$ cat src/hw/cmd_status_map.vh
// Purpose: constants for the host command interpreter
// Assumes: 8-bit ascii characters, one per cycle
// Notes: response text bytes are ascii codes
`ifndef CMD_STATUS_MAP_VH
`define CMD_STATUS_MAP_VH
`define CH_TILDE 8'h7e
`define CH_SLASH 8'h2f
`define CH_HASH 8'h23
`define CH_SPACE 8'h20
`define CH_ZERO 8'h30
`define CH_ONE 8'h31
`define CH_CR 8'h0d
`define CMD_DIAG 8'h34
`define CMD_STATUS 8'h35
`define CMD_RESET 8'h3b
`define CMD_CLEAR 8'h3c
`define CMD_LOCAL_LIMIT 8'h41
`define FLAG_COUNT 22
`define DIGIT_COUNT 5
`define ID_LEN 3
`define STATUS_LEN 29
`define DIAG_LEN 10
`endif

$ cat src/hw/char_fifo.v
// Purpose: small synchronous fifo for response characters
// Assumes: one clock, active-low synchronous-released reset
// Notes: full and empty are exact; out_valid is decoded from the count register
module char_fifo #(
  parameter WIDTH = 8,
  parameter DEPTH = 8,
  parameter AW = 3
)(
  input wire clk, // clock
  input wire rst_n, // reset, active low
  input wire [WIDTH-1:0] in_data, // write data
  input wire in_valid, // write request
  output wire in_ready, // not full
  output wire [WIDTH-1:0] out_data, // head data
  output wire out_valid, // not empty
  input wire out_ready // sink takes head
);
  reg [WIDTH-1:0] mem [0:DEPTH-1];
  reg [AW-1:0] wp_q;
  reg [AW-1:0] rp_q;
  reg [AW:0] cnt_q;
  wire wr;
  wire rd;
  assign in_ready = (cnt_q != DEPTH);
  assign out_valid = (cnt_q != 0);
  assign out_data = mem[rp_q];
  assign wr = in_valid && in_ready;
  assign rd = out_valid && out_ready;
  always @(posedge clk)
  begin
    if (wr)
    begin
      mem[wp_q] <= in_data;
    end
  end
  always @(posedge clk or negedge rst_n)
  begin
    if (!rst_n)
    begin
      wp_q <= {AW{1'b0}};
      rp_q <= {AW{1'b0}};
      cnt_q <= {(AW+1){1'b0}};
    end
    else
    begin
      if (wr)
      begin
        wp_q <= (wp_q == DEPTH-1) ? {AW{1'b0}} : wp_q + 1'b1;
      end
      if (rd)
      begin
        rp_q <= (rp_q == DEPTH-1) ? {AW{1'b0}} : rp_q + 1'b1;
      end
      if (wr && !rd)
      begin
        cnt_q <= cnt_q + 1'b1;
      end
      else if (rd && !wr)
      begin
        cnt_q <= cnt_q - 1'b1;
      end
    end
  end
endmodule

$ cat src/hw/host_command_status_reporter.v
// Purpose: decode host command characters and answer diagnostic and status requests
// Assumes: one received character per rx_valid pulse; 100 MHz clock
// Notes: replies pass through an 8-deep fifo; tx side may stall
`include "cmd_status_map.vh"

// What this block does
// - serial ports: commands recognised only in the character after a tilde framing character; the closing tilde must arrive before the next command.
// - network ports: slash prefixes command; unprefixed A-or-above goes to user program.
// - characters below 65 run locally; 65 and above forwarded as data.
// - command 52 returns id, hash sign and five-digit message count.
// - 16-bit message count increments on each diagnostic-string command accepted while no reply is pending.
// - count clears on clear command 60, reset command 59, power-up.
// - command 53 returns id, two-character version and 22 status flags.
// - status positions A to V are digit 1 when condition holds.
// - inzone and outzone follow entry and exit presence sensors.
// - zone error on double entry or exit without entry.
// - decode and buffer-lag flags reflect decoder activity and backlog.
// - scan speed flag set when mirror speed out of range.
// - transmit flag set while any port sends data.
// - receive flag set while data arrives on host, setup or network.
// - receive error flag on parity or framing error.
// - nak flag when network not polling or controller data erroneous.
// - no-read, match, no-match flags follow energized outputs.
// - setup, program and default flags follow operating modes.
// - fault, stall and reverse flags follow hardware conditions.
// - ethernet-fail, network-fail and slave-offline flags follow network state.
// - command 59 clears the count and pulses restart_req for one cycle; zone error and reply state are kept until nrst.
module host_command_status_reporter #(
  parameter [23:0] ID_TEXT = 24'h444556, // arbitrary identification text
  parameter [15:0] VERSION_TEXT = 16'h3130, // arbitrary version text
  parameter FIFO_DEPTH = 8
)(
  input wire clk, // system clock
  input wire nrst, // reset, active low
  input wire [7:0] rx_char, // received character
  input wire rx_valid, // character strobe
  input wire rx_network, // 1: network port, 0: serial port
  input wire rx_start, // network: first character of a string
  input wire [21:0] flags_in, // live status conditions, bit 21 = position a
  input wire entry_evt, // entry sensor pulse
  input wire exit_evt, // exit sensor pulse
  input wire tx_ready, // reply sink accepts
  output reg [7:0] tx_char, // reply character
  output reg tx_valid, // reply character valid
  output reg [7:0] user_char, // data to user program
  output reg user_valid, // user data strobe
  output reg restart_req, // full restart pulse
  output reg zone_err, // zone error sticky flag
  output reg [15:0] msg_count // message count
);
  localparam S_IDLE = 2'h0;
  localparam S_CMD = 2'h1;
  localparam S_TRAIL = 2'h2;
  localparam S_DATA = 2'h3;
  localparam K_NONE = 2'h0;
  localparam K_DIAG = 2'h1;
  localparam K_STAT = 2'h2;

  reg r1_q;
  reg rst_n;
  reg [1:0] st_q;
  reg [1:0] kind_q;
  reg [4:0] idx_q;
  reg [21:0] snap_q;
  reg [15:0] cnt_snap_q;
  reg zone_in_q;
  wire [7:0] f_data;
  wire f_ready;
  wire [7:0] h_data;
  wire h_valid;
  reg [7:0] byte_d;

  // ------------------------------------------------------------
  // reset release
  // ------------------------------------------------------------
  always @(posedge clk or negedge nrst)
  begin
    if (!nrst)
    begin
      r1_q <= 1'b0;
      rst_n <= 1'b0;
    end
    else
    begin
      r1_q <= 1'b1;
      rst_n <= r1_q;
    end
  end

  // decimal digit n (0 = most significant) of a 16-bit value
  function [7:0] dec_digit;
    input [15:0] v;
    input [4:0] n;
    reg [15:0] q;
    reg [15:0] r;
    begin
      q = v;
      case (n)
        5'h0: q = v / 16'd10000;
        5'h1: q = v / 16'd1000;
        5'h2: q = v / 16'd100;
        5'h3: q = v / 16'd10;
        default: q = v;
      endcase
      r = q % 16'd10;
      dec_digit = `CH_ZERO + r[7:0];
    end
  endfunction

  // ------------------------------------------------------------
  // reply byte selection
  // ------------------------------------------------------------
  always @*
  begin
    byte_d = `CH_SPACE;
    if (idx_q < `ID_LEN)
    begin
      byte_d = ID_TEXT[8*(`ID_LEN-1-idx_q) +: 8];
    end
    else if (idx_q == `ID_LEN)
    begin
      byte_d = `CH_SPACE;
    end
    else if (kind_q == K_DIAG)
    begin
      // diag hash
      if (idx_q == `ID_LEN + 1)
      begin
        byte_d = `CH_HASH;
      end
      else
      begin
        byte_d = dec_digit(cnt_snap_q, idx_q - 5'd5);
      end
    end
    else
    begin
      if (idx_q < 5'd6)
      begin
        byte_d = VERSION_TEXT[8*(5 - idx_q) +: 8];
      end
      else if (idx_q == 5'd6)
      begin
        byte_d = `CH_SPACE;
      end
      else
      begin
        byte_d = snap_q[`FLAG_COUNT - 1 - (idx_q - 5'd7)] ? `CH_ONE : `CH_ZERO;
      end
    end
  end

  // ------------------------------------------------------------
  // command decode and reply sequencing
  // ------------------------------------------------------------
  always @(posedge clk or negedge rst_n)
  begin
    if (!rst_n)
    begin
      st_q <= S_IDLE;
      kind_q <= K_NONE;
      idx_q <= 5'h0;
      snap_q <= 22'h0;
      cnt_snap_q <= 16'h0;
      msg_count <= 16'h0;
      user_char <= 8'h0;
      user_valid <= 1'b0;
      restart_req <= 1'b0;
      zone_in_q <= 1'b0;
      zone_err <= 1'b0;
    end
    else
    begin
      user_valid <= 1'b0;
      restart_req <= 1'b0;
      if (entry_evt)
      begin
        if (zone_in_q && !exit_evt)
        begin
          zone_err <= 1'b1;
        end
        zone_in_q <= 1'b1;
      end
      else if (exit_evt)
      begin
        if (!zone_in_q)
        begin
          zone_err <= 1'b1;
        end
        zone_in_q <= 1'b0;
      end
      if (kind_q != K_NONE && f_ready)
      begin
        if (idx_q == ((kind_q == K_DIAG) ? `DIAG_LEN - 1 : `STATUS_LEN - 1))
        begin
          kind_q <= K_NONE;
          idx_q <= 5'h0;
        end
        else
        begin
          idx_q <= idx_q + 1'b1;
        end
      end
      if (rx_valid)
      begin
        if (rx_network && rx_start)
        begin
          st_q <= (rx_char == `CH_SLASH) ? S_CMD : S_DATA;
          if (rx_char != `CH_SLASH && rx_char >= `CMD_LOCAL_LIMIT)
          begin
            user_char <= rx_char;
            user_valid <= 1'b1;
          end
        end
        else
        begin
          case (st_q)
            S_IDLE:
            begin
              if (!rx_network && rx_char == `CH_TILDE)
              begin
                st_q <= S_CMD;
              end
            end
            S_CMD:
            begin
              if (rx_char >= `CMD_LOCAL_LIMIT)
              begin
                user_char <= rx_char;
                user_valid <= 1'b1;
                st_q <= rx_network ? S_DATA : S_TRAIL;
              end
              else if (!rx_network && rx_char == `CH_TILDE)
              begin
                st_q <= S_CMD;
              end
              else
              begin
                st_q <= rx_network ? S_DATA : S_TRAIL;
                if (rx_char == `CMD_DIAG && kind_q == K_NONE)
                begin
                  kind_q <= K_DIAG;
                  cnt_snap_q <= msg_count;
                  msg_count <= msg_count + 1'b1;
                end
                else if (rx_char == `CMD_STATUS && kind_q == K_NONE)
                begin
                  kind_q <= K_STAT;
                  snap_q <= {flags_in[21:20], zone_err, flags_in[18:0]};
                end
                else if (rx_char == `CMD_CLEAR)
                begin
                  msg_count <= 16'h0;
                end
                else if (rx_char == `CMD_RESET)
                begin
                  msg_count <= 16'h0;
                  restart_req <= 1'b1;
                end
              end
            end
            S_TRAIL:
            begin
              if (rx_char == `CH_TILDE)
              begin
                st_q <= S_IDLE;
              end
            end
            default:
            begin
              if (rx_network && rx_char >= `CMD_LOCAL_LIMIT)
              begin
                user_char <= rx_char;
                user_valid <= 1'b1;
              end
              if (!rx_network)
              begin
                st_q <= (rx_char == `CH_TILDE) ? S_CMD : S_IDLE;
              end
            end
          endcase
        end
      end
    end
  end

  // ------------------------------------------------------------
  // reply buffer and registered output
  // ------------------------------------------------------------
  char_fifo #(
    .WIDTH(8),
    .DEPTH(FIFO_DEPTH),
    .AW(3)
  ) u_fifo (
    .clk(clk),
    .rst_n(rst_n),
    .in_data(byte_d),
    .in_valid(kind_q != K_NONE),
    .in_ready(f_ready),
    .out_data(f_data),
    .out_valid(h_valid),
    .out_ready(!tx_valid || tx_ready)
  );
  assign h_data = f_data;

  always @(posedge clk or negedge rst_n)
  begin
    if (!rst_n)
    begin
      tx_char <= 8'h0;
      tx_valid <= 1'b0;
    end
    else if (!tx_valid || tx_ready)
    begin
      tx_char <= h_data;
      tx_valid <= h_valid;
    end
  end
endmodule

$ cat config.mk
export PLATFORM = sky130hd
export DESIGN_NAME = host_command_status_reporter
export DESIGN_NICKNAME = d
export VERILOG_FILES = /design/src/hw/char_fifo.v /design/src/hw/host_command_status_reporter.v
export VERILOG_INCLUDE_DIRS = /design/src /design/src/hw
export SDC_FILE = /design/constraint.sdc
export NUM_CORES = 1
export LEC_CHECK = 0
export ABC_AREA = 1
export BUFFER_PORTS_ARGS = -buffer_cell sky130_fd_sc_hd__buf_2
export CORE_UTILIZATION = 30
export DETAILED_ROUTE_END_ITERATION = 8
export HOLD_SLACK_MARGIN = 0.02
export PLACE_DENSITY = 0.52
export SLEW_MARGIN = 20
export SYNTH_ARGS = -nofsm -noshare
export SYNTH_HDL_FRONTEND = slang
export SYNTH_SLANG_ARGS = --single-unit
export TNS_END_PERCENT = 20
$ cat constraint.sdc
create_clock -name clk -period 3.86 [get_ports clk]
set_clock_uncertainty 0.2 [all_clocks]
set_input_delay 0.193 -clock clk [delete_from_list [all_inputs] [get_ports clk]]
set_output_delay 0.193 -clock clk [all_outputs]
set_load 0.02 [all_outputs]
* After elaboration in Yosys (flattened, before gate mapping)
Memory sizes are Yosys's and may differ from the RTL's. A register that Yosys moved wholly into a read port is not among the register bits.
Index checks and enable logic that the tools add are counted.
** Storage, ports and cells
- Register bits :: 88
- RAM bits :: 64
- Bits of input ports :: 38
- Output and inout bits :: 36
- Memories kept :: 1
** Memories
- u_fifo.mem :: words 8, width 8, read ports 1, clocked after memory_dff 1, write ports 1, line char_fifo.v:18 : reg [WIDTH-1:0] mem [0:DEPTH-1];
** Operators by class
- Add/sub/neg operators :: 12
- Divide/modulo/power cells :: 5
- $lt $le $gt $ge :: 4
- Eq/ne operators :: 29
- Shift-type cells :: 2
- Mux-type cells :: 71
- Bitwise logic cells :: 4
- Reduce and logical (&&, ||, !) cells :: 34
** Operators with widths (number)
- two-way mux 16 bit :: 8
- two-way mux 8 bit :: 9
- one-hot mux 16 bit (4 select lines) :: 1
- equality test 8 x 6 -> 1 bit, second input constant :: 5
- variable part select 16 x 33 -> 8 bit, first input constant :: 1
- variable part select 24 x 33 -> 8 bit, first input constant :: 1
- < comparator 32 x 6 -> 1 bit, second input constant :: 1
- two-way mux 2 bit :: 16
- two-way mux 1 bit :: 26
- adder 16 x 1 -> 16 bit, second input constant :: 1
- divider 16 x 10 -> 16 bit, second input constant :: 1
- divider 16 x 14 -> 16 bit, second input constant :: 1
- divider 16 x 4 -> 16 bit, second input constant :: 1
- divider 16 x 7 -> 16 bit, second input constant :: 1
- modulo 16 x 4 -> 16 bit, second input constant :: 1
- one-hot mux 8 bit (2 select lines) :: 1
- equality test 5 x 2 -> 1 bit, second input constant :: 3
- two-way mux 5 bit :: 3
- AND reduction 7 bit :: 2
- logical AND 1 bit :: 11
- equality test 5 x 3 -> 1 bit, second input constant :: 2
- inequality test 3 bit, second input constant :: 3
- adder 6 x 8 -> 8 bit, first input constant :: 1
- equality test 8 x 7 -> 1 bit, second input constant :: 1
- 40 further kinds :: 60

* Depth between registers and ports, before layout
Gate-level depths: netlist of the first run.
- Depth after elaboration :: 13
- Gate-level depth with buffers :: 233

* By module
From an unflattened synthesis of the first run, not the netlist that was laid out.
** Unflattened totals
- Cells, all modules :: 1767
- Area, all modules :: 13624.3 µm²
** Modules (own cells, without submodules)
- host_command_status_reporter :: times used 1, cells each 1467, area an instance 10367.4 µm², sequential area each 2152.1 µm²
- char_fifo :: times used 1, cells each 300, area an instance 3256.9 µm², sequential area each 2172.1 µm²

* Least setup slack after synthesis of the first run
No wires, ideal clock.
- Path type :: reg2reg
- From :: register idx_q[0]
- To :: memory u_fifo.mem[0][6], data pin
- Setup time :: 287 ps
- Arrival :: 28375 ps
- Required time :: 3373 ps
- Path slack :: -25002 ps
- Cell stages (with the launch flop) :: 224
- Buffers on the path :: 12
- Cell sequence :: dfrtp_1 -> inv_1 -> buf_4 -> ha_1 -> inv_1 -> nand2_1 -> nand2_1 -> nand3_4 -> nor2_8 -> o21ai_0 -> ha_1 -> nand2_1 -> nand2_1 -> nand3_4 -> nand2_1 -> o21ai_0 -> ha_1 -> inv_1 -> (+188 left out) -> nand3b_1 -> nand2_1 -> nand2_1 -> nand2_1 -> nand3_2 -> nand3b_4 -> nand3_4 -> nand2_1 -> nand2_1 -> ha_1 -> nand3_1 -> nand3_1 -> nand2_1 -> nand3_2 -> nand2_2 -> or2_1 -> nand3_1 -> nand2_1
** Between the ends
- Longest elaborated chain between the ends :: 13
- Elaborated cells on any way between the ends :: 25
- Those cells by class :: 4 x add/sub; 1 x div; 2 x order compare; 5 x eq/ne; 2 x shift; 10 x mux; 1 x reduce/logical
** RTL lines
- start: declaration :: line host_command_status_reporter.v:63 : reg [4:0] idx_q;
- start signal: assignment :: line host_command_status_reporter.v:201 : idx_q <= idx_q + 1'b1;
- subtractor 5 x 3 -> 5 bit :: line host_command_status_reporter.v:133 : byte_d = dec_digit(cnt_snap_q, idx_q - 5'd5);
- equality test 5 x 2 -> 1 bit (tied with other cells) :: line host_command_status_reporter.v:98 : case (n)
- one-hot mux 16 bit (4 select lines) :: line host_command_status_reporter.v:98
- two-way mux 16 bit (4 in a row)
- modulo 16 x 4 -> 16 bit :: line host_command_status_reporter.v:105 : r = q % 16'd10;
- adder 6 x 8 -> 8 bit (no source line)
- two-way mux 8 bit :: line host_command_status_reporter.v:127 : if (idx_q == `ID_LEN + 1)
- two-way mux 8 bit :: line host_command_status_reporter.v:124 : else if (kind_q == K_DIAG)
- two-way mux 8 bit :: line host_command_status_reporter.v:120 : else if (idx_q == `ID_LEN)
- two-way mux 8 bit * :: line host_command_status_reporter.v:116 : if (idx_q < `ID_LEN)
- net byte_d[6] :: line host_command_status_reporter.v:71 : reg [7:0] byte_d;
- end: declaration :: line char_fifo.v:18
The timed path passes the listed nets; every way through them passes the cells marked *. The select of a mux whose other input is x is not followed.

* Worst setup path in the final report of the first run
- From :: register idx_q[1]
- To :: memory u_fifo.mem[3][6], data pin
The elaborated chain is that of the path after synthesis.

==> impl_metrics.env, run 1 <==
export IMPL_core_region_area_sq_um=44200
export IMPL_cts_sinks=160
export IMPL_synth_top_area_frac=0.179
export IMPL_synthCells=1724
export IMPL_synth_cell_types=62
export IMPL_drv_slew=0
export IMPL_grt_max_degree=77
export IMPL_vias=14123
export IMPL_cts_root_buf="clkbuf_16"
export IMPL_startpoint_type="register"
export IMPL_drc=0
export IMPL_htreeDepth=4
export IMPL_cpPeakStageDelay_ns=0.41
export IMPL_seq_area_frac_synth=0.321
export IMPL_holdCritStartpoint="rx_start"
export IMPL_post_drt_via_cell_ratio=4.68
export IMPL_synth_seq_cells=160
export IMPL_clk_pin_slew_ns=0.07
export IMPL_die_height_um=214
export IMPL_detail_route_wl_per_cell_um=13.7
export IMPL_die_w_um=214
export IMPL_synth_fp_nets=1897
export IMPL_yosys_warnings=0
export IMPL_fillCellCount=4147
export IMPL_fmax_ghz=0.0387
export IMPL_antennaDiodeCount=0
export IMPL_layout_commonest_cell="buf_4"
export IMPL_area_delta_synth_final_pct=54.6
export IMPL_worstPathRequired_ns=3.82
export IMPL_async_reset_ff_frac=0.600
export IMPL_grt_usage=0.178
export IMPL_tightest_slew_ns=1.02
export IMPL_postSynthAreaPerCell_sq_um=7.80
export IMPL_worstPathArrival_ns=25.83
export IMPL_cts_made_buffers=17
export IMPL_reg2reg_from="idx_q[1]$_DFFE_PN0P_"
export IMPL_grt_pass1_vias=13686
export IMPL_finalHoldViolations=0
export IMPL_synth_edff_count=64
export IMPL_post_route_period_util=6.70
export IMPL_slew_headroom=0.321
export IMPL_cts_tree="built"
export IMPL_die_area_sq_um=45700
export IMPL_violations="negative setup slack"
export IMPL_cpLargestDelayFamily="compound AO/OA/AOI/OAI gates"
export IMPL_worstRegToRegCells=207
export IMPL_start_util=0.304
export IMPL_status="finished, violations left"
export IMPL_cpMaxStageDelayCell="dfrtp_1"
export IMPL_port_buffers=72
export IMPL_synth_area_top_cells="dfrtp_1, edfxtp_1, ha_1, nand2_1, o21ai_0"
export IMPL_critPathBufInv=63
export IMPL_grt_pass1_wl_um=65400
export IMPL_hold_end="st_q[1]$_DFFE_PN0P_"
export IMPL_timing_final_ws_setup_ns=-22.01
export IMPL_wirelength_um=41300
export IMPL_layout_common_cells="buf_4, nand2_1, inv_1"
export IMPL_cts_buffer_depth=2
export IMPL_grt_antenna_before_repair=0
export IMPL_synth_largest_area_cell="dfrtp_1"
export IMPL_end_kind="register"
export IMPL_drive_gt1_frac=0.414
export IMPL_netlist_area_sq_um=13500
export IMPL_drtPass1Iterations=5
export IMPL_crit_type="reg -> reg"
export IMPL_place_hpwl_um=27200
export IMPL_finalCriticalPeriod_ns=25.87
export IMPL_gp_congestion=0.834
export IMPL_antenna_left=0
export IMPL_setup_viol=64
export IMPL_rrSetupSlack_ns=-22.01
export IMPL_path_max_fanout=8
export IMPL_row_count=77
export IMPL_synth_flop_cell="dfrtp_1"
export IMPL_rsz0062_at_grt="true"
export IMPL_nets=2585
export IMPL_cap_viol_max_count=0
export IMPL_fin_util=0.470
export IMPL_clkLatencyLatePin_ns=0.45
export IMPL_min_path_cells=4
export IMPL_reg2reg_to="u_fifo.mem[3][6]$_DFFE_PP_"
export IMPL_path_common_cell="buf_4"
export IMPL_pin_count=74
export IMPL_worstHoldPathType="in -> reg"
export IMPL_gr_total_overflow=0
export IMPL_drt_iter0_markers=558
[cells by family (layout without fill, tap and decap cells)]
group           after synthesis  in the layout  share of synthesized area
fa+ha+maj                   135            135                      0.126
other cells                   1              1                   0.000279
xor+xnor                     74             74                     0.0482
buf+inv                     259            959                     0.0755
simple gates                728            729                      0.257
compound gates              344            344                      0.152
flops                       160            160                      0.321
mux                          23             23                     0.0193
[sequential cells by signal, indices dropped and copies added (netlist names), 2 cells and up]
| signal | cells |
|---|---|
| u_fifo.mem | 64 |
| idx_q | 5 |
| tx_char | 8 |
| u_fifo.wp_q | 3 |
| user_char | 8 |
| cnt_snap_q | 16 |
| u_fifo.cnt_q | 4 |
| msg_count | 16 |
| kind_q | 2 |
| snap_q | 22 |
| st_q | 2 |
| u_fifo.rp_q | 3 |
[worst min-delay path, delay by kind of cell]
kind	cells	cell delay [ns]
compound gates	2	0.26
buf+inv	1	0.11
simple gates	1	0.09
[cell type report]
class / count / area [sq um] / share of cell area
clock buffer: 17 / 425 / 0.0204
timing repair buffer: 713 / 5360 / 0.258
multi-input combinational: 1306 / 8950 / 0.430
clock inverter: 15 / 168 / 0.00806
tap: 592 / 741 / 0.0356
sequential: 160 / 4330 / 0.208
inverter: 214 / 836 / 0.0402
[Yosys cell counts, drive strengths merged (35+ instances only)]
library cell / number
a21o: 36
a21oi: 44
clkbuf: 39
dfrtp: 96
edfxtp: 64
ha: 134
inv: 211
nand2: 412
nand3: 118
nor2: 130
o21ai: 195
xnor2: 39
xor2: 35
[per-layer routing]
metal	share of wire	global-route usage
met1	0.46	0.221
met2	0.50	0.318
met3	0.028	0.0253
met4	0.022	0.0517
met5	0	0
[worst max-delay path by stage]
stage                         start                          to  slack [ns]  cells past startpoint
6_report       idx_q[1]$_DFFE_PN0P_  u_fifo.mem[3][6]$_DFFE_PP_      -22.01                    207
5_1_grt        idx_q[1]$_DFFE_PN0P_  u_fifo.mem[4][5]$_DFFE_PP_      -23.79                    218
4_1_cts        idx_q[1]$_DFFE_PN0P_  u_fifo.mem[3][6]$_DFFE_PP_      -21.04                    219
3_5_place_dp   idx_q[2]$_DFFE_PN0P_  u_fifo.mem[0][6]$_DFFE_PP_      -22.26                    211
3_3_place_gp   idx_q[2]$_DFFE_PN0P_  u_fifo.mem[0][6]$_DFFE_PP_      -21.66                    211
2_1_floorplan  idx_q[0]$_DFFE_PN0P_  u_fifo.mem[0][6]$_DFFE_PP_      -22.60                    230
[repair_timing]
action / CTS / global route
setup buffers: 200 / 53
gates resized for setup: 81 / 102
hold buffers: 40 / 0
cloned: 1 / 0
setup endpoints to repair: 64 / 70
pin swaps: 61 / 119
endpoints found under the hold margin: 45 / 0
[per-stage QoR]
step,TNS [ns],hold slack (ns),area (sq um),setup WS [ns],instances
after CTS,-1332.94,0.0272,19900,-21.04,2964
final,-1397.16,0.0503,20800,-22.01,3017
after floorplan,-1432.34,-0.303,13700,-22.60,1724
after detailed placement,-1415.26,-0.220,17100,-22.26,2691
after global placement,-1377.05,-0.223,17100,-21.66,2691
after global routing,-1510.28,0.102,20800,-23.79,3017
Power of run 1 is not shown: default switching activity piles up to over one toggle a cycle in this logic, so the estimate is an artifact.
==> run 2, diff against run 1 <==
--- a/config.mk
+++ b/config.mk
@@ -7,7 +7,7 @@
 export NUM_CORES = 1
 export LEC_CHECK = 0
 export ABC_AREA = 1
-export BUFFER_PORTS_ARGS = -buffer_cell sky130_fd_sc_hd__buf_2
+export BUFFER_PORTS_ARGS = -buffer_cell sky130_fd_sc_hd__clkbuf_2
 export CORE_UTILIZATION = 30
 export DETAILED_ROUTE_END_ITERATION = 8
 export HOLD_SLACK_MARGIN = 0.02
==> impl_metrics.env, run 2 (synthesis gave the netlist of run 1 again) <==
export IMPL_status="finished, violations left"
export IMPL_violations="negative setup slack"
export IMPL_rrSetupSlack_ns=-21.92
export IMPL_wirelength_um=40600
export IMPL_detail_route_wl_per_cell_um=13.6
export IMPL_grt_antenna_before_repair=0
export IMPL_drv_slew=0
export IMPL_finalHoldViolations=0
export IMPL_path_max_fanout=15
export IMPL_cts_buffer_depth=2
export IMPL_antenna_left=0
export IMPL_largest_register_ffs=64
export IMPL_finalCriticalPeriod_ns=25.78
export IMPL_end_kind="register"
export IMPL_pin_count=74
export IMPL_cpPeakStageDelay_ns=0.46
export IMPL_reg2reg_to="u_fifo.mem[2][6]$_DFFE_PP_"
export IMPL_top_register="u_fifo.mem"
export IMPL_crit_type="reg -> reg"
export IMPL_gp_congestion=0.849
export IMPL_drtPass1Iterations=4
export IMPL_die_area_sq_um=45700
export IMPL_stdcell_area_sq_um=20500
export IMPL_antennaDiodeCount=0
export IMPL_grt_pass1_vias=13631
export IMPL_reg2reg_from="idx_q[2]$_DFFE_PN0P_"
export IMPL_grt_max_degree=73
export IMPL_worstPathArrival_ns=25.74
export IMPL_port_buffers=72
export IMPL_fmax_ghz=0.0388
export IMPL_cap_viol_max_count=0
export IMPL_multiInputGateArea_sq_um=8920
export IMPL_drt_iter0_markers=688
export IMPL_tightest_slew_ns=1.01
export IMPL_drc=0
export IMPL_core_region_area_sq_um=44200
export IMPL_clk_pin_slew_ns=0.07
export IMPL_die_w_um=214
export IMPL_reg_top3="u_fifo.mem x64, snap_q x22"
export IMPL_drive_gt1_frac=0.408
export IMPL_grt_pass1_wl_um=64300
export IMPL_cts_sinks=160
export IMPL_cpMaxStageDelayCell="dfrtp_2"
export IMPL_fin_util=0.464
export IMPL_row_count=77
export IMPL_clkLatencyLatePin_ns=0.44
export IMPL_layout_common_cells="buf_4, nand2_1, inv_1"
export IMPL_worstRegToRegCells=204
export IMPL_vias=13918
export IMPL_layout_commonest_cell="buf_4"
export IMPL_place_hpwl_um=27900
export IMPL_cts_root_buf="clkbuf_16"
export IMPL_start_util=0.304
export IMPL_fin_tns_setup_ns=-1391.10
export IMPL_rsz0062_at_grt="true"
export IMPL_setup_viol=64
export IMPL_post_route_period_util=6.68
export IMPL_htreeDepth=4
export IMPL_fillCellCount=4145
export IMPL_timing_final_ws_setup_ns=-21.92
export IMPL_die_height_um=214
export IMPL_hold_end="st_q[1]$_DFFE_PN0P_"
export IMPL_worstHoldPathType="in -> reg"
export IMPL_cts_made_buffers=17
export IMPL_grt_usage=0.174
export IMPL_worstPathRequired_ns=3.82
export IMPL_post_drt_via_cell_ratio=4.66
export IMPL_regArea_sq_um=4330
export IMPL_holdCritStartpoint="rx_start"
export IMPL_area_delta_synth_final_pct=52.6
export IMPL_startpoint_type="register"
export IMPL_gr_total_overflow=0
export IMPL_place_area_sq_um=17200
export IMPL_nets=2557
export IMPL_dp_worst_setup_slack_ns=-22.44
export IMPL_min_path_cells=4
export IMPL_cts_tree="built"
export IMPL_slew_headroom=0.327
run 2: changes by cell type in the layout (fill, tap and decap cells not counted), sizes merged:
cell and delta:
buf -99, clkbuf +73, clkinv +2, clkinvlp -3
nand2 -1
run 2: stage by stage:
| step | instances | hold WS [ns] |
|---|---|---|
| after detailed placement | 2695 | -0.220 |
| after global placement | 2695 | -0.222 |
| final | 2989 | 0.0705 |
| after global routing | 2989 | 0.150 |
| after floorplan | 1724 | -0.303 |
| after CTS | 2952 | 0.0443 |
run 2: cell type report:
| type | instances | area share |
|---|---|---|
| repair buffers | 686 | 0.250 |
| flip-flops and latches | 160 | 0.211 |
| clock inverters | 14 | 0.00585 |
| multi-input cells | 1305 | 0.435 |
| well taps | 592 | 0.0361 |
| clock buffers | 18 | 0.0219 |
| inverters | 214 | 0.0407 |
run 2: critical path, delay by kind of cell, from the launching register on:
family	cells	cell delay, ns
compound gates	74	10.35
simple gates	74	6.52
buf+inv	41	4.08
fa+ha+maj	14	3.66
flops	1	0.46
xor+xnor	1	0.15
run 2: metal layers:
metal  share of wire  vias to the layer above  track usage
li1                -                     7147            -
met2            0.50                      219        0.305
met1            0.45                     6494        0.220
met4           0.020                        0       0.0515
met3           0.029                       58       0.0256
met5               0                        -            0
run 2: how the worst max path moves through the flow:
stage	startpoint	end	slack, ns	cells after the start
2_1_floorplan	idx_q[0]$_DFFE_PN0P_	u_fifo.mem[0][6]$_DFFE_PP_	-22.60	230
3_3_place_gp	idx_q[1]$_DFFE_PN0P_	u_fifo.mem[0][5]$_DFFE_PP_	-21.75	213
3_5_place_dp	idx_q[1]$_DFFE_PN0P_	u_fifo.mem[5][5]$_DFFE_PP_	-22.44	217
4_1_cts	idx_q[1]$_DFFE_PN0P_	u_fifo.mem[5][5]$_DFFE_PP_	-21.05	219
5_1_grt	idx_q[1]$_DFFE_PN0P_	u_fifo.mem[6][5]$_DFFE_PP_	-23.66	218
6_report	idx_q[2]$_DFFE_PN0P_	u_fifo.mem[2][6]$_DFFE_PP_	-21.92	204
run 2: what timing repair did:
action | 4_1_cts | 5_1_grt
buffers inserted | 185 | 38
resized for setup | 76 | 110
pin swaps | 61 | 100
cloned | 0 | 0
hold endpoints to repair | 45 | 0
setup endpoints to repair | 64 | 70
hold buffers | 40 | 0
Power of run 2 is left out for the same reason.
==> run 3, diff against run 2 <==
--- a/config.mk
+++ b/config.mk
@@ -15,5 +15,6 @@
 export SLEW_MARGIN = 20
 export SYNTH_ARGS = -nofsm -noshare
 export SYNTH_HDL_FRONTEND = slang
+export SYNTH_HIERARCHICAL = 1
 export SYNTH_SLANG_ARGS = --single-unit
 export TNS_END_PERCENT = 20
==> impl_metrics.env, run 3 <==
export IMPL_finalHoldViolations=0
export IMPL_fmax_ghz=0.0391
export IMPL_grt_usage=0.181
export IMPL_critPathLaunch="idx_q[2]$_DFFE_PN0P_"
export IMPL_top_register="u_fifo/mem"
export IMPL_yosys_cell_count_top_type="nand2_1"
export IMPL_grt_pass1_vias=14573
export IMPL_cap_viol_max_count=0
export IMPL_stdcell_area_sq_um=21100
export IMPL_gp_congestion=0.822
export IMPL_core_region_area_sq_um=44500
export IMPL_wirelength_um=42300
export IMPL_synth_cell_types=64
export IMPL_post_drt_via_cell_ratio=4.67
export IMPL_drc=0
export IMPL_rsz0062_at_grt="true"
export IMPL_end_kind="register"
export IMPL_antenna_left=0
export IMPL_detail_route_wl_per_cell_um=13.6
export IMPL_cts_tree="built"
export IMPL_start_util=0.306
export IMPL_cts_made_buffers=17
export IMPL_yosys_warnings=6
export IMPL_postSynthAreaPerCell_sq_um=7.71
export IMPL_fin_util=0.475
export IMPL_die_w_um=215
export IMPL_cts_buffer_depth=2
export IMPL_die_area_sq_um=46300
export IMPL_synth_fp_nets=1940
export IMPL_holdCritStartpoint="tx_ready"
export IMPL_synth_area_top_cells="dfrtp_1, edfxtp_1, nand2_1, ha_1, o21ai_0"
export IMPL_crit_type="reg -> reg"
export IMPL_worstPathArrival_ns=25.67
export IMPL_synth_seq_cells=160
export IMPL_drt_iter0_markers=559
export IMPL_place_area_sq_um=17400
export IMPL_finalCriticalPeriod_ns=25.55
export IMPL_htreeDepth=4
export IMPL_cpMaxStageDelayCell="dfrtp_1"
export IMPL_synth_edff_count=64
export IMPL_critPathBufInv=84
export IMPL_async_reset_ff_frac=0.600
export IMPL_setup_viol=64
export IMPL_reg2reg_from="idx_q[2]$_DFFE_PN0P_"
export IMPL_reg_top3="u_fifo/mem x64, snap_q x22"
export IMPL_slew_headroom=0.284
export IMPL_synth_largest_area_cell="dfrtp_1"
export IMPL_violations="negative setup slack"
export IMPL_path_max_fanout=8
export IMPL_area_delta_synth_final_pct=55.1
export IMPL_row_count=77
export IMPL_gr_total_overflow=0
export IMPL_cts_sinks=160
export IMPL_drv_slew=0
export IMPL_netlist_area_sq_um=13600
export IMPL_holdWs_ns=0.0887
export IMPL_tightest_slew_ns=1.07
export IMPL_fin_tns_setup_ns=-1382.92
export IMPL_status="finished, violations left"
export IMPL_die_height_um=215
export IMPL_worstHoldPathType="in -> reg"
export IMPL_timing_final_ws_setup_ns=-21.69
export IMPL_worstPathRequired_ns=3.97
export IMPL_post_route_period_util=6.62
export IMPL_drive_gt1_frac=0.423
export IMPL_place_hpwl_um=27700
export IMPL_synthCells=1767
export IMPL_cpPeakStageDelay_ns=0.42
export IMPL_grt_max_degree=72
export IMPL_layout_common_cells="buf_4, nand2_1, inv_1"
export IMPL_nets=2675
export IMPL_layout_commonest_cell="buf_4"
export IMPL_clkLatencyLatePin_ns=0.45
export IMPL_cpLargestDelayFamily="buffers and inverters"
export IMPL_path_common_cell="buf_4"
export IMPL_seq_area_frac_synth=0.317
export IMPL_port_buffers=72
export IMPL_grt_pass1_wl_um=68500
export IMPL_antennaDiodeCount=0
export IMPL_largest_register_ffs=64
export IMPL_synth_flop_cell="dfrtp_1"
export IMPL_grt_antenna_before_repair=0
export IMPL_synth_top_area_frac=0.176
export IMPL_vias=14508
export IMPL_ys_top_cells_by_count="nand2_1, inv_1, o21ai_0, ha_1, dfrtp_1"
export IMPL_drtPass1Iterations=5
export IMPL_clk_pin_slew_ns=0.07
export IMPL_pin_count=74
export IMPL_cts_root_buf="clkbuf_16"
export IMPL_startpoint_type="register"
export IMPL_fillCellCount=4196
run 3: cell count changes in the layout (fill, tap and decap cells not counted), sizes merged, moves of 4 or more:
cell    delta
o22ai      -4
mux2      +10
inv        -7
a21oi     +11
nor3       +5
nand3     -12
buf       +76
o221ai    -15
xnor2      +5
nand2     +97
nor2      -36
nand3b     -7
run 3: final timing paths:
path / end / slack, ns / cells past startpoint
setup / recovery: u_fifo/mem[3][0]$_DFFE_PP_ / -21.69 / 205
hold / removal: tx_valid$_DFFE_PN0P_ / 0.09 / 4
setup reg to reg: u_fifo/mem[3][0]$_DFFE_PP_ / -21.69 / 205
hold reg to reg: rst_n$_DFF_PN0_ / 0.16 / 0
max in group asynchronous: snap_q[5]$_DFFE_PN0P_ / 2.25 / 1
min in group asynchronous: user_char[7]$_DFFE_PN0P_ / 0.30 / 0
run 3: layer usage:
metal / track usage / share of wire / vias up
met2: 0.337 / 0.52 / 218
li1: - / - / 7356
met1: 0.212 / 0.44 / 6851
met3: 0.0289 / 0.023 / 83
met4: 0.0537 / 0.022 / 0
met5: 0 / 0 / -
run 3: area by class of cell:
cell class / instances / area (sq um) / share of cell area
flip-flops and latches: 160 / 4330 / 0.205
clock buffers: 21 / 472 / 0.0223
inverters: 212 / 827 / 0.0391
repair buffers: 762 / 5710 / 0.270
multi-input cells: 1349 / 8970 / 0.424
well taps: 592 / 741 / 0.0350
clock inverters: 11 / 95.1 / 0.00450
run 3: stage by stage:
stage               worst slack, ns  cells
global route                 -23.37   3107
CTS                          -21.00   3061
detailed placement           -21.95   2755
global placement             -21.21   2755
finish                       -21.69   3107
floorplan                    -22.47   1767
run 3: cell families (layout without fill, tap and decap cells):
| group | count (synthesis) | count (layout) | share of synthesized area |
|---|---|---|---|
| xor gates and xnor gates | 79 | 79 | 0.0508 |
| AOI/OAI and AO/OA | 332 | 332 | 0.144 |
| muxes | 33 | 33 | 0.0273 |
| DFF | 160 | 160 | 0.317 |
| other | 1 | 1 | 0.000275 |
| buffers and inverters | 258 | 1006 | 0.0782 |
| adders and majority gates | 135 | 135 | 0.125 |
| and+or+nand+nor | 769 | 769 | 0.257 |
run 3: repair_timing:
| action | CTS | global route |
|---|---|---|
| endpoints found under the setup margin | 64 | 66 |
| resized for setup | 75 | 91 |
| hold endpoints to repair | 38 | 0 |
| pin swaps | 79 | 97 |
| hold buffers | 40 | 0 |
| buffers inserted | 234 | 46 |
run 3: worst reg2reg max path: cells and delay by family (launching register included):
kind	cells	cell delay, ns
AO/OA/AOI/OAI	57	7.21
XOR/XNOR	1	0.14
adder cells (fa/ha/maj)	12	3.42
buffers and inverters	84	9.69
flip-flops	1	0.42
AND/OR/NAND/NOR	51	4.33
Power of run 3 is left out for the same reason.
